==> config.mk <==
export PLATFORM = sky130hd
export DESIGN_NAME = fers_erase_status
export DESIGN_NICKNAME = d
export VERILOG_FILES = /design/src/verilog/fers_erase_status.v
export VERILOG_INCLUDE_DIRS = /design/src /design/src/inc
export SDC_FILE = /design/constraint.sdc
export NUM_CORES = 1
export LEC_CHECK = 0
export BUFFER_PORTS_ARGS = -buffer_cell sky130_fd_sc_hd__buf_2
export CORE_MARGIN = 2
export CORE_UTILIZATION = 35
export DETAILED_ROUTE_END_ITERATION = 10
export GPL_ROUTABILITY_DRIVEN = 0
export PLACE_DENSITY_LB_ADDON = 0.12
export SLEW_MARGIN = 40
export SYNTH_ARGS = -nofsm -noshare
export SYNTH_HDL_FRONTEND = slang
export SYNTH_SLANG_ARGS = --single-unit
==> constraint.sdc <==
create_clock -name sys_clk -period 2.41 [get_ports sys_clk]
set_clock_uncertainty 0.1 [all_clocks]
set_input_delay 0.482 -clock sys_clk [delete_from_list [all_inputs] [get_ports sys_clk]]
set_output_delay 0.482 -clock sys_clk [all_outputs]
set_load 0.005 [all_outputs]
==> src/inc/fers_defs.vh <==
`ifndef FERS_DEFS_VH
`define FERS_DEFS_VH
// =============================================================
// register byte offsets
`define FERS_OFF_RESULT   12'h000
`define FERS_OFF_CTRL     12'h004
`define FERS_OFF_IRQ_STAT 12'h008
`define FERS_OFF_IRQ_MASK 12'h00C
`define FERS_OFF_ARRAY    12'h010
`define FERS_OFF_KEY      12'h014
// =============================================================
// result register field positions
`define FERS_BIT_SETTING  6
`define FERS_BIT_ETIME    5
`define FERS_BIT_KEY      4
// =============================================================
// values and reset values
`define FERS_ARRAY_BOOT   8'hAA
`define FERS_KEY_GOOD     8'hA5
`define FERS_RESULT_RST   8'h00
`define FERS_MASK_RST     3'h0
// =============================================================
// timing: erase pulse length in ns at 25 ns period
`define FERS_ERASE_NS     1000
`define FERS_CLK_NS       25
`define FERS_ERASE_CYC    ((`FERS_ERASE_NS + `FERS_CLK_NS - 1) / `FERS_CLK_NS)
`endif

==> src/verilog/fers_erase_status.v <==
// What this block does
// - check protection before erase, report bit 6
// - protection set: bit reads 1, no erase
// - protection clear: setting bit reads 0
// - user array erase failure sets bit 5
// - register tampering during user branch sets bit 5
// - array select AA at start flags bit 5, unless protected or key wrong
// - boot selected: erase neither array
// - successful erase leaves bit 5 at 0
// - bit 5 set means erase result unguaranteed
// - check key register, report bit 4
`timescale 1ns/1ps
`default_nettype none
`include "fers_defs.vh"

module fers_erase_status #(
    parameter ERASE_CYC = `FERS_ERASE_CYC
) (
    input  wire        sys_clk,
    input  wire        rst,
    input  wire        psel,
    input  wire        penable,
    input  wire        pwrite,
    input  wire [11:0] paddr,
    input  wire [31:0] pwdata,
    output reg  [31:0] prdata,
    output reg         pready,
    output reg         pslverr,
    input  wire        protect_error_state,
    input  wire        erase_fail,
    input  wire        branch_reg_changed,
    output reg         erase_busy,
    output reg         erase_strobe_user,
    output reg         irq
);

// =============================================================
// synchronisers for the status inputs from the flash macro
reg [1:0] prot_s_q;                 // protection state sync
reg [1:0] fail_s_q;                 // erase failure sync
reg [1:0] chg_s_q;                  // tamper detect sync

always @(posedge sys_clk or posedge rst) begin
    if (rst) begin
        prot_s_q <= 2'h0;
        fail_s_q <= 2'h0;
        chg_s_q  <= 2'h0;
    end else begin
        prot_s_q <= {prot_s_q[0], protect_error_state};
        fail_s_q <= {fail_s_q[0], erase_fail};
        chg_s_q  <= {chg_s_q[0], branch_reg_changed};
    end
end

wire prot_w = prot_s_q[1];          // synchronised protection
wire fail_w = fail_s_q[1];          // synchronised failure
wire chg_w  = chg_s_q[1];           // synchronised tamper flag

// =============================================================
// registers
reg  [7:0]  result_q;               // erase result status
reg  [7:0]  array_sel_q;            // array select register
reg  [7:0]  key_q;                  // programming key register
reg  [2:0]  irq_stat_q;             // sticky events
reg  [2:0]  irq_mask_q;             // event enables
reg  [1:0]  state_q;                // sequencer state
reg  [15:0] cnt_q;                  // erase pulse counter
reg         tamper_q;               // tamper seen during erase

localparam ST_IDLE  = 2'h0;         // waiting for request
localparam ST_ERASE = 2'h1;         // erase pulse running
localparam ST_DONE  = 2'h2;         // record outcome

// =============================================================
// bus decode
wire acc    = psel & penable & ~pready;   // access phase, first cycle
wire fin    = psel & penable & pready;    // edge that ends the access
wire wr     = fin & pwrite;               // write lands as ready is seen
wire rd     = acc & ~pwrite;              // read data ready one cycle early
wire hit_rs = paddr == `FERS_OFF_RESULT;
wire hit_ct = paddr == `FERS_OFF_CTRL;
wire hit_is = paddr == `FERS_OFF_IRQ_STAT;
wire hit_im = paddr == `FERS_OFF_IRQ_MASK;
wire hit_as = paddr == `FERS_OFF_ARRAY;
wire hit_ky = paddr == `FERS_OFF_KEY;
wire hit    = hit_rs | hit_ct | hit_is | hit_im | hit_as | hit_ky;
wire start  = wr & hit_ct & pwdata[0] & (state_q == ST_IDLE);

// event pulses for the interrupt status
reg  [2:0]  ev_d;                   // setting, erase time, key

// =============================================================
// erase sequencer and result register
always @(posedge sys_clk or posedge rst) begin
    if (rst) begin
        state_q           <= ST_IDLE;
        cnt_q             <= 16'h0000;
        tamper_q          <= 1'b0;
        result_q          <= `FERS_RESULT_RST;
        erase_busy        <= 1'b0;
        erase_strobe_user <= 1'b0;
        ev_d              <= 3'h0;
    end else begin
        ev_d <= 3'h0;
        case (state_q)
        ST_IDLE: begin
            if (start) begin
                // fresh result for each request; held otherwise
                result_q <= `FERS_RESULT_RST;
                result_q[`FERS_BIT_SETTING] <= prot_w;
                result_q[`FERS_BIT_KEY] <=
                    (key_q != `FERS_KEY_GOOD);
                if (prot_w || key_q != `FERS_KEY_GOOD) begin
                    // no erase when protected or key wrong
                    ev_d <= {prot_w, 1'b0,
                             key_q != `FERS_KEY_GOOD};
                end else if (array_sel_q == `FERS_ARRAY_BOOT) begin
                    // boot array selected: error, nothing erased
                    result_q[`FERS_BIT_ETIME] <= 1'b1;
                    ev_d <= 3'h2;
                end else begin
                    state_q           <= ST_ERASE;
                    cnt_q             <= 16'h0000;
                    tamper_q          <= 1'b0;
                    erase_busy        <= 1'b1;
                    erase_strobe_user <= 1'b1;
                end
            end
        end
        ST_ERASE: begin
            // watch for tampering while erase runs
            if (chg_w)
                tamper_q <= 1'b1;
            if (cnt_q == ERASE_CYC[15:0] - 16'h0001) begin
                erase_strobe_user <= 1'b0;
                state_q           <= ST_DONE;
            end else begin
                cnt_q <= cnt_q + 16'h0001;
            end
        end
        ST_DONE: begin
            // error bit means result unguaranteed; clear on success
            result_q[`FERS_BIT_ETIME] <=
                fail_w | tamper_q | chg_w;
            ev_d       <= {1'b0, fail_w | tamper_q | chg_w, 1'b0};
            erase_busy <= 1'b0;
            state_q    <= ST_IDLE;
        end
        default: state_q <= ST_IDLE;
        endcase
    end
end

// =============================================================
// software registers, interrupt status and mask
always @(posedge sys_clk or posedge rst) begin
    if (rst) begin
        array_sel_q <= 8'h00;
        key_q       <= 8'h00;
        irq_mask_q  <= `FERS_MASK_RST;
        irq_stat_q  <= 3'h0;
    end else begin
        if (wr && hit_as)
            array_sel_q <= pwdata[7:0];
        if (wr && hit_ky)
            key_q <= pwdata[7:0];
        if (wr && hit_im)
            irq_mask_q <= pwdata[2:0];
        // read clears; a new event in the same cycle wins
        if (rd && hit_is)
            irq_stat_q <= ev_d;
        else
            irq_stat_q <= irq_stat_q | ev_d;
    end
end

// =============================================================
// apb answer: one wait state per access
always @(posedge sys_clk or posedge rst) begin
    if (rst) begin
        pready  <= 1'b0;
        pslverr <= 1'b0;
        prdata  <= 32'h00000000;
        irq     <= 1'b0;
    end else begin
        pready  <= acc;
        pslverr <= acc & ~hit;
        irq     <= |(irq_stat_q & irq_mask_q);
        if (rd) begin
            case (1'b1)
            hit_rs:  prdata <= {24'h000000, result_q};
            hit_ct:  prdata <= {31'h00000000, erase_busy};
            hit_is:  prdata <= {29'h00000000, irq_stat_q};
            hit_im:  prdata <= {29'h00000000, irq_mask_q};
            hit_as:  prdata <= {24'h000000, array_sel_q};
            hit_ky:  prdata <= {24'h000000, key_q};
            default: prdata <= 32'h00000000;
            endcase
        end
    end
end

endmodule // fers_erase_status
`default_nettype wire

# [Yosys cells after proc, flatten, opt, wreduce, memory -nomap -nowiden]
# Index checks and enable logic that the tools add are counted.
[totals] register_bits=90 output_inout_bits=37
[classes] add_sub_neg=1 n_eq_ne=16 n_mux=36 n_bitwise=21 reduce_logical=17
[ops] cell="$mux W16" n=4
[ops] cell="$mux W32" n=2
[ops] cell="$mux W8" n=4
[ops] cell="$pmux W16 S2" n=1
[ops] cell="$eq A12 B4 Y1 const B" n=2
[ops] cell="$eq A12 B5 Y1 const B" n=2
[ops] cell="$add A16 B1 Y16 const B" n=1
[ops] cell="$eq A16 B6 Y1 const B" n=1
[ops] cell="$reduce_and A5 Y1" n=3
[ops] cell="$eq A12 B3 Y1 const B" n=1
[ops] cell="$logic_not A12 Y1" n=1
[ops] cell="$ne A2 B2 Y1 const B" n=6
[ops] cell="$mux W1" n=10
[ops] cell="$mux W2" n=5
[ops] cell="$and A1 B1 Y1" n=9
[ops] cell="$mux W3" n=3
[ops] cell="$eq A8 B8 Y1 const B" n=1
[ops] cell="$ne A8 B8 Y1 const B" n=1
[ops] cell="$pmux W1 S2" n=4
[ops] cell="$reduce_and A4 Y1" n=2
[ops] cell="$or A1 B1 Y1" n=7
[ops] cell="$mux W6" n=1
[ops] cell="$pmux W3 S2" n=1
[ops] cell="$logic_and A1 B1 Y1" n=4
[ops] cell="other kinds (11)" n=15

# [Logic depth before layout (Yosys ltp)]
[depth] ltp_word=8 ltp_mapped=8

# [Worst setup path after synthesis]
# Ideal clock, no wire load.
[synth_path] path_kind="input-to-reg" startpoint="input port paddr[9]" endpoint="register array_sel_q[0]" setup_time_ns=0.125 t_arrival_ns=2.216 required_ns=2.185 path_slack_ns=-0.031 path_stages=7 path_buffers=2 cell_sequence="nor4_4 nand3_2 or3b_1 buf_6 or3_1 buf_6 mux2_4"
[synth_via] elab_chain_cells=2
[synth_rtl] item="start, declared" line="fers_erase_status.v:24" text="input wire [11:0] paddr,"
[synth_rtl] item="$eq A12 B5 Y1 (no source line)"
[synth_rtl] item="$logic_and A1 B1 Y1" line="fers_erase_status.v:163" text="if (wr && hit_as)"
[synth_rtl] item="end signal, assigned" line="fers_erase_status.v:164" text="array_sel_q <= pwdata[7:0];"
[synth_rtl] item="end, declared" line="fers_erase_status.v:62" text="reg [7:0] array_sel_q;"
# Every way passes these cells.
# A chain may end at the register's enable or synchronous reset.

# [Final worst setup path]
[layout_path] startpoint="register key_q[4]" endpoint="register cnt_q[1]"
[layout_via] elab_chain_cells=4
[layout_rtl] item="start, declared" line="fers_erase_status.v:63" text="reg [7:0] key_q;"
[layout_rtl] item="start signal, assigned" line="fers_erase_status.v:166" text="key_q <= pwdata[7:0];"
[layout_rtl] item="$ne A8 B8 Y1 (no source line)"
[layout_rtl] item="$logic_or A1 B1 Y1 (no source line)"
[layout_rtl] item="$ne A2 B2 Y1 (no source line)"
[layout_rtl] item="$reduce_and A5 Y1 (no source line)"
[layout_rtl] item="end signal, assigned" line="fers_erase_status.v:138" text="cnt_q <= cnt_q + 16'h0001;"
[layout_rtl] item="end, declared" line="fers_erase_status.v:67" text="reg [15:0] cnt_q;"
# Every way passes these cells.

==> results.md <==
- CTS sink count: 66
- Layout Nets: 403
- First-pass GRT wire length: 11300 µm
- CP Max Fanout: 12
- Peak Freq: 0.441 GHz
- Top cell type by total area after synthesis: dfrtp_1
- Antenna Cells: 0
- Layout cells sized above 1: 27.9%
- All-Layer GR Usage: 14.8%
- Total negative slack: 0 ns
- RSZ-0062 raised after global routing: false
- Vias in the first global route: 2184
- Area contributors post-synth: dfrtp_1 (51%), buf_4 (5.6%), mux2_2 (4.5%)
- I/O pin count: 89
- Setup crit end kind: flop
- Fillers: 889
- Slew @ Worst Pin: 0.600 ns
- Final design utilization: 42.6%
- Longest Clk Path Bufs: 2
- Hold Buf Count CTS: 0
- Top cells by count, synth: dfrtp_1 (66), buf_4 (24), nor2_1 (24)
- Reg2reg start: key_q[4]$_DFFE_PP0P_
- Final setup margin: 0.144 ns
- Vias after detailed routing: 2270
- Fin crit period: 2.27 ns
- Final ANT Viol Nets: 0
- Startpoint Class: flop
- Die width: 99.9 µm
- Port Buffers: 40
- Clock slew seen by the registers of the worst setup and hold paths: 0.07 ns
- Slew Limit Fails: 0
- R2R cell count: 7
- R2R Setup Slk: 0.14 ns
- Kind of critical path: reg2reg
- Leakage: 1.86 nW
- Placement Setup Slack: -0.0345 ns
- Final WL: 6900 µm
- Slew headroom: 59.9%
- Die H: 99.9 µm
- Worst Hold Class: in2async
- Worst-skew pair later-pin latency: 0.35 ns
- Count of different cell masters after synthesis: 50
- CORE AREA: 0.00881 mm²
- Post-synth EDFFs: 0
- Vias per Instance: 4.90
- Final setup fails: 0
- Multi-input logic area: 0.00142 mm²
- Total congestion overflow: 0
- Initial DRC Count: 64
- Reg area: 0.00165 mm²
- Fin area: 0.00375 mm²
- Drc violations: 0
- Num rows: 34
- Ys async rst share: 100%
- Post-DP HPWL: 4870 µm
- Ys Warns: 0
- H-tree lvl count: 3
- VDD IR max: 0.000248 V
- Status: finished clean
- Avg WL per Cell: 14.9 µm
- Post-Syn Instances: 294
- Final Hold Slack: 0.0951 ns
- DRT Pass-1 Iters: 4
- Initial antenna violation count: 0
- Pwr/cell area: 557 mW/mm²
- Most common flop cell mapped by yosys: dfrtp_1
- Seq/Total Area, Yosys: 51.3%
- R2R Path End: cnt_q[1]$_DFFE_PP0P_
- MaxCap Viol Count: 0
- Largest net degree at the start of global routing: 41
- Mapped Avg Cell Area: 11.0 µm²
- Total CTS buffers: 9
- Area added between synthesis and finish: 16.6%
- Starting Density: 36.6%
- CTS tree: built
- Number of synthesized register bits: 66
- Synthesized cell area: 0.00322 mm²
- Critical Path AT: 2.41 ns
- Hold Fails Final Rpt: 0
- Post-Place Cell Area: 0.00356 mm²
- DIE AREA: 0.00998 mm²
- Period utilization: 94.0%
- Most frequent cell after synthesis: dfrtp_1
- Post-synth top area share: 51.3%
- CP required: 2.55 ns
- CTS root buf: clkbuf_8
-- sequential cells by signal (all words and copies together), names as in the netlist, 2 cells and up --
name and flops:
fail_s_q 2, result_q 3, key_q 8, prot_s_q 2, ev_d 3, irq_mask_q 3, state_q 2, array_sel_q 8
cnt_q 16, irq_stat_q 3, chg_s_q 2, prdata 8
-- routing by layer --
layer | wire (µm) | share of wire (%) | up-vias | global-route usage [%]
li1 | - | - | 1117 | -
met1 | 3290 | 48 | 1097 | 19.9
met2 | 3230 | 47 | 44 | 22.6
met3 | 235 | 3.4 | 12 | 4.04
met4 | 139 | 2.0 | 0 | 6.11
met5 | 0 | 0 | - | 0
-- cell type report --
cell class                      instances  share of cell area [%]
Tap cell                              108                    3.60
Inverter                                4                   0.400
Sequential cell                        66                    44.0
Clock buffer                           14                    4.60
Multi-Input combinational cell        212                    37.8
Timing Repair Buffer                   57                    9.40
Clock inverter                          2                   0.267
-- critical path, stage by stage (launching register included) --
cell,delay (ns)
dfrtp_1,0.40
or4bb_1,0.60
nor3_4,0.22
a211o_1,0.18
buf_4,0.19
and2_1,0.21
nor2b_1,0.07
a31o_2,0.21
-- logic make-up after synthesis --
logic type	share of synthesized area, %
and+or+nand+nor	18.3
DFF	51.3
AOI/OAI and AO/OA	8.90
buffers and inverters	7.85
muxes	10.1
xor gates and xnor gates	2.99
adders and majority gates	0.389
other	0.116
-- worst max-delay path by stage --
stage / start / to / slack (ns) / cells after the start
after floorplan: paddr[9] / array_sel_q[0]$_DFFE_PP0P_ / -0.02 / 7
after global placement: paddr[9] / key_q[5]$_DFFE_PP0P_ / -0.02 / 8
after detailed placement: paddr[9] / key_q[5]$_DFFE_PP0P_ / -0.03 / 8
after CTS: key_q[4]$_DFFE_PP0P_ / cnt_q[5]$_DFFE_PP0P_ / 0.004 / 6
after global routing: key_q[4]$_DFFE_PP0P_ / cnt_q[1]$_DFFE_PP0P_ / 0.03 / 7
final: key_q[4]$_DFFE_PP0P_ / cnt_q[1]$_DFFE_PP0P_ / 0.14 / 7
-- stage by stage --
| step | std cells | total power [mW] |
|---|---|---|
| after floorplan | 317 | 1.22 |
| after global placement | 447 | 1.24 |
| after detailed placement | 447 | 1.24 |
| after CTS | 463 | 2.13 |
| after global routing | 463 | 2.18 |
| final | 463 | 2.09 |
-- cells in the final DEF, fill, tap and decap left out, drive strengths merged, types with 2 or more instances in the layout --
master	count
a21boi	2
a21o	3
inv	4
clkinv	2
or3	5
mux2i	6
mux2	21
xor2	10
and4	2
nand2	18
nor4bb	2
or4bb	2
dfrtp	66
and3	4
o22ai	3
o21ai	12
nor4	5
a22o	3
clkbuf	14
a21oi	13
nor3	8
nor2b	5
nand4	13
nand3	8
and2	3
conb	24
o31ai	2
nor2	24
buf	57
-- timing repair --
item	in CTS	in global routing
resized for setup	0	3
setup buffers	0	0
setup endpoints to repair	0	8
-- report_power, final --
part / switching [mW] / total (mW) / internal [mW]
registers: 0.00380 / 1.12 / 1.11
logic: 0.0649 / 0.0987 / 0.0338
clock network: 0.417 / 0.873 / 0.455
Power figures use the tool's default switching activity.
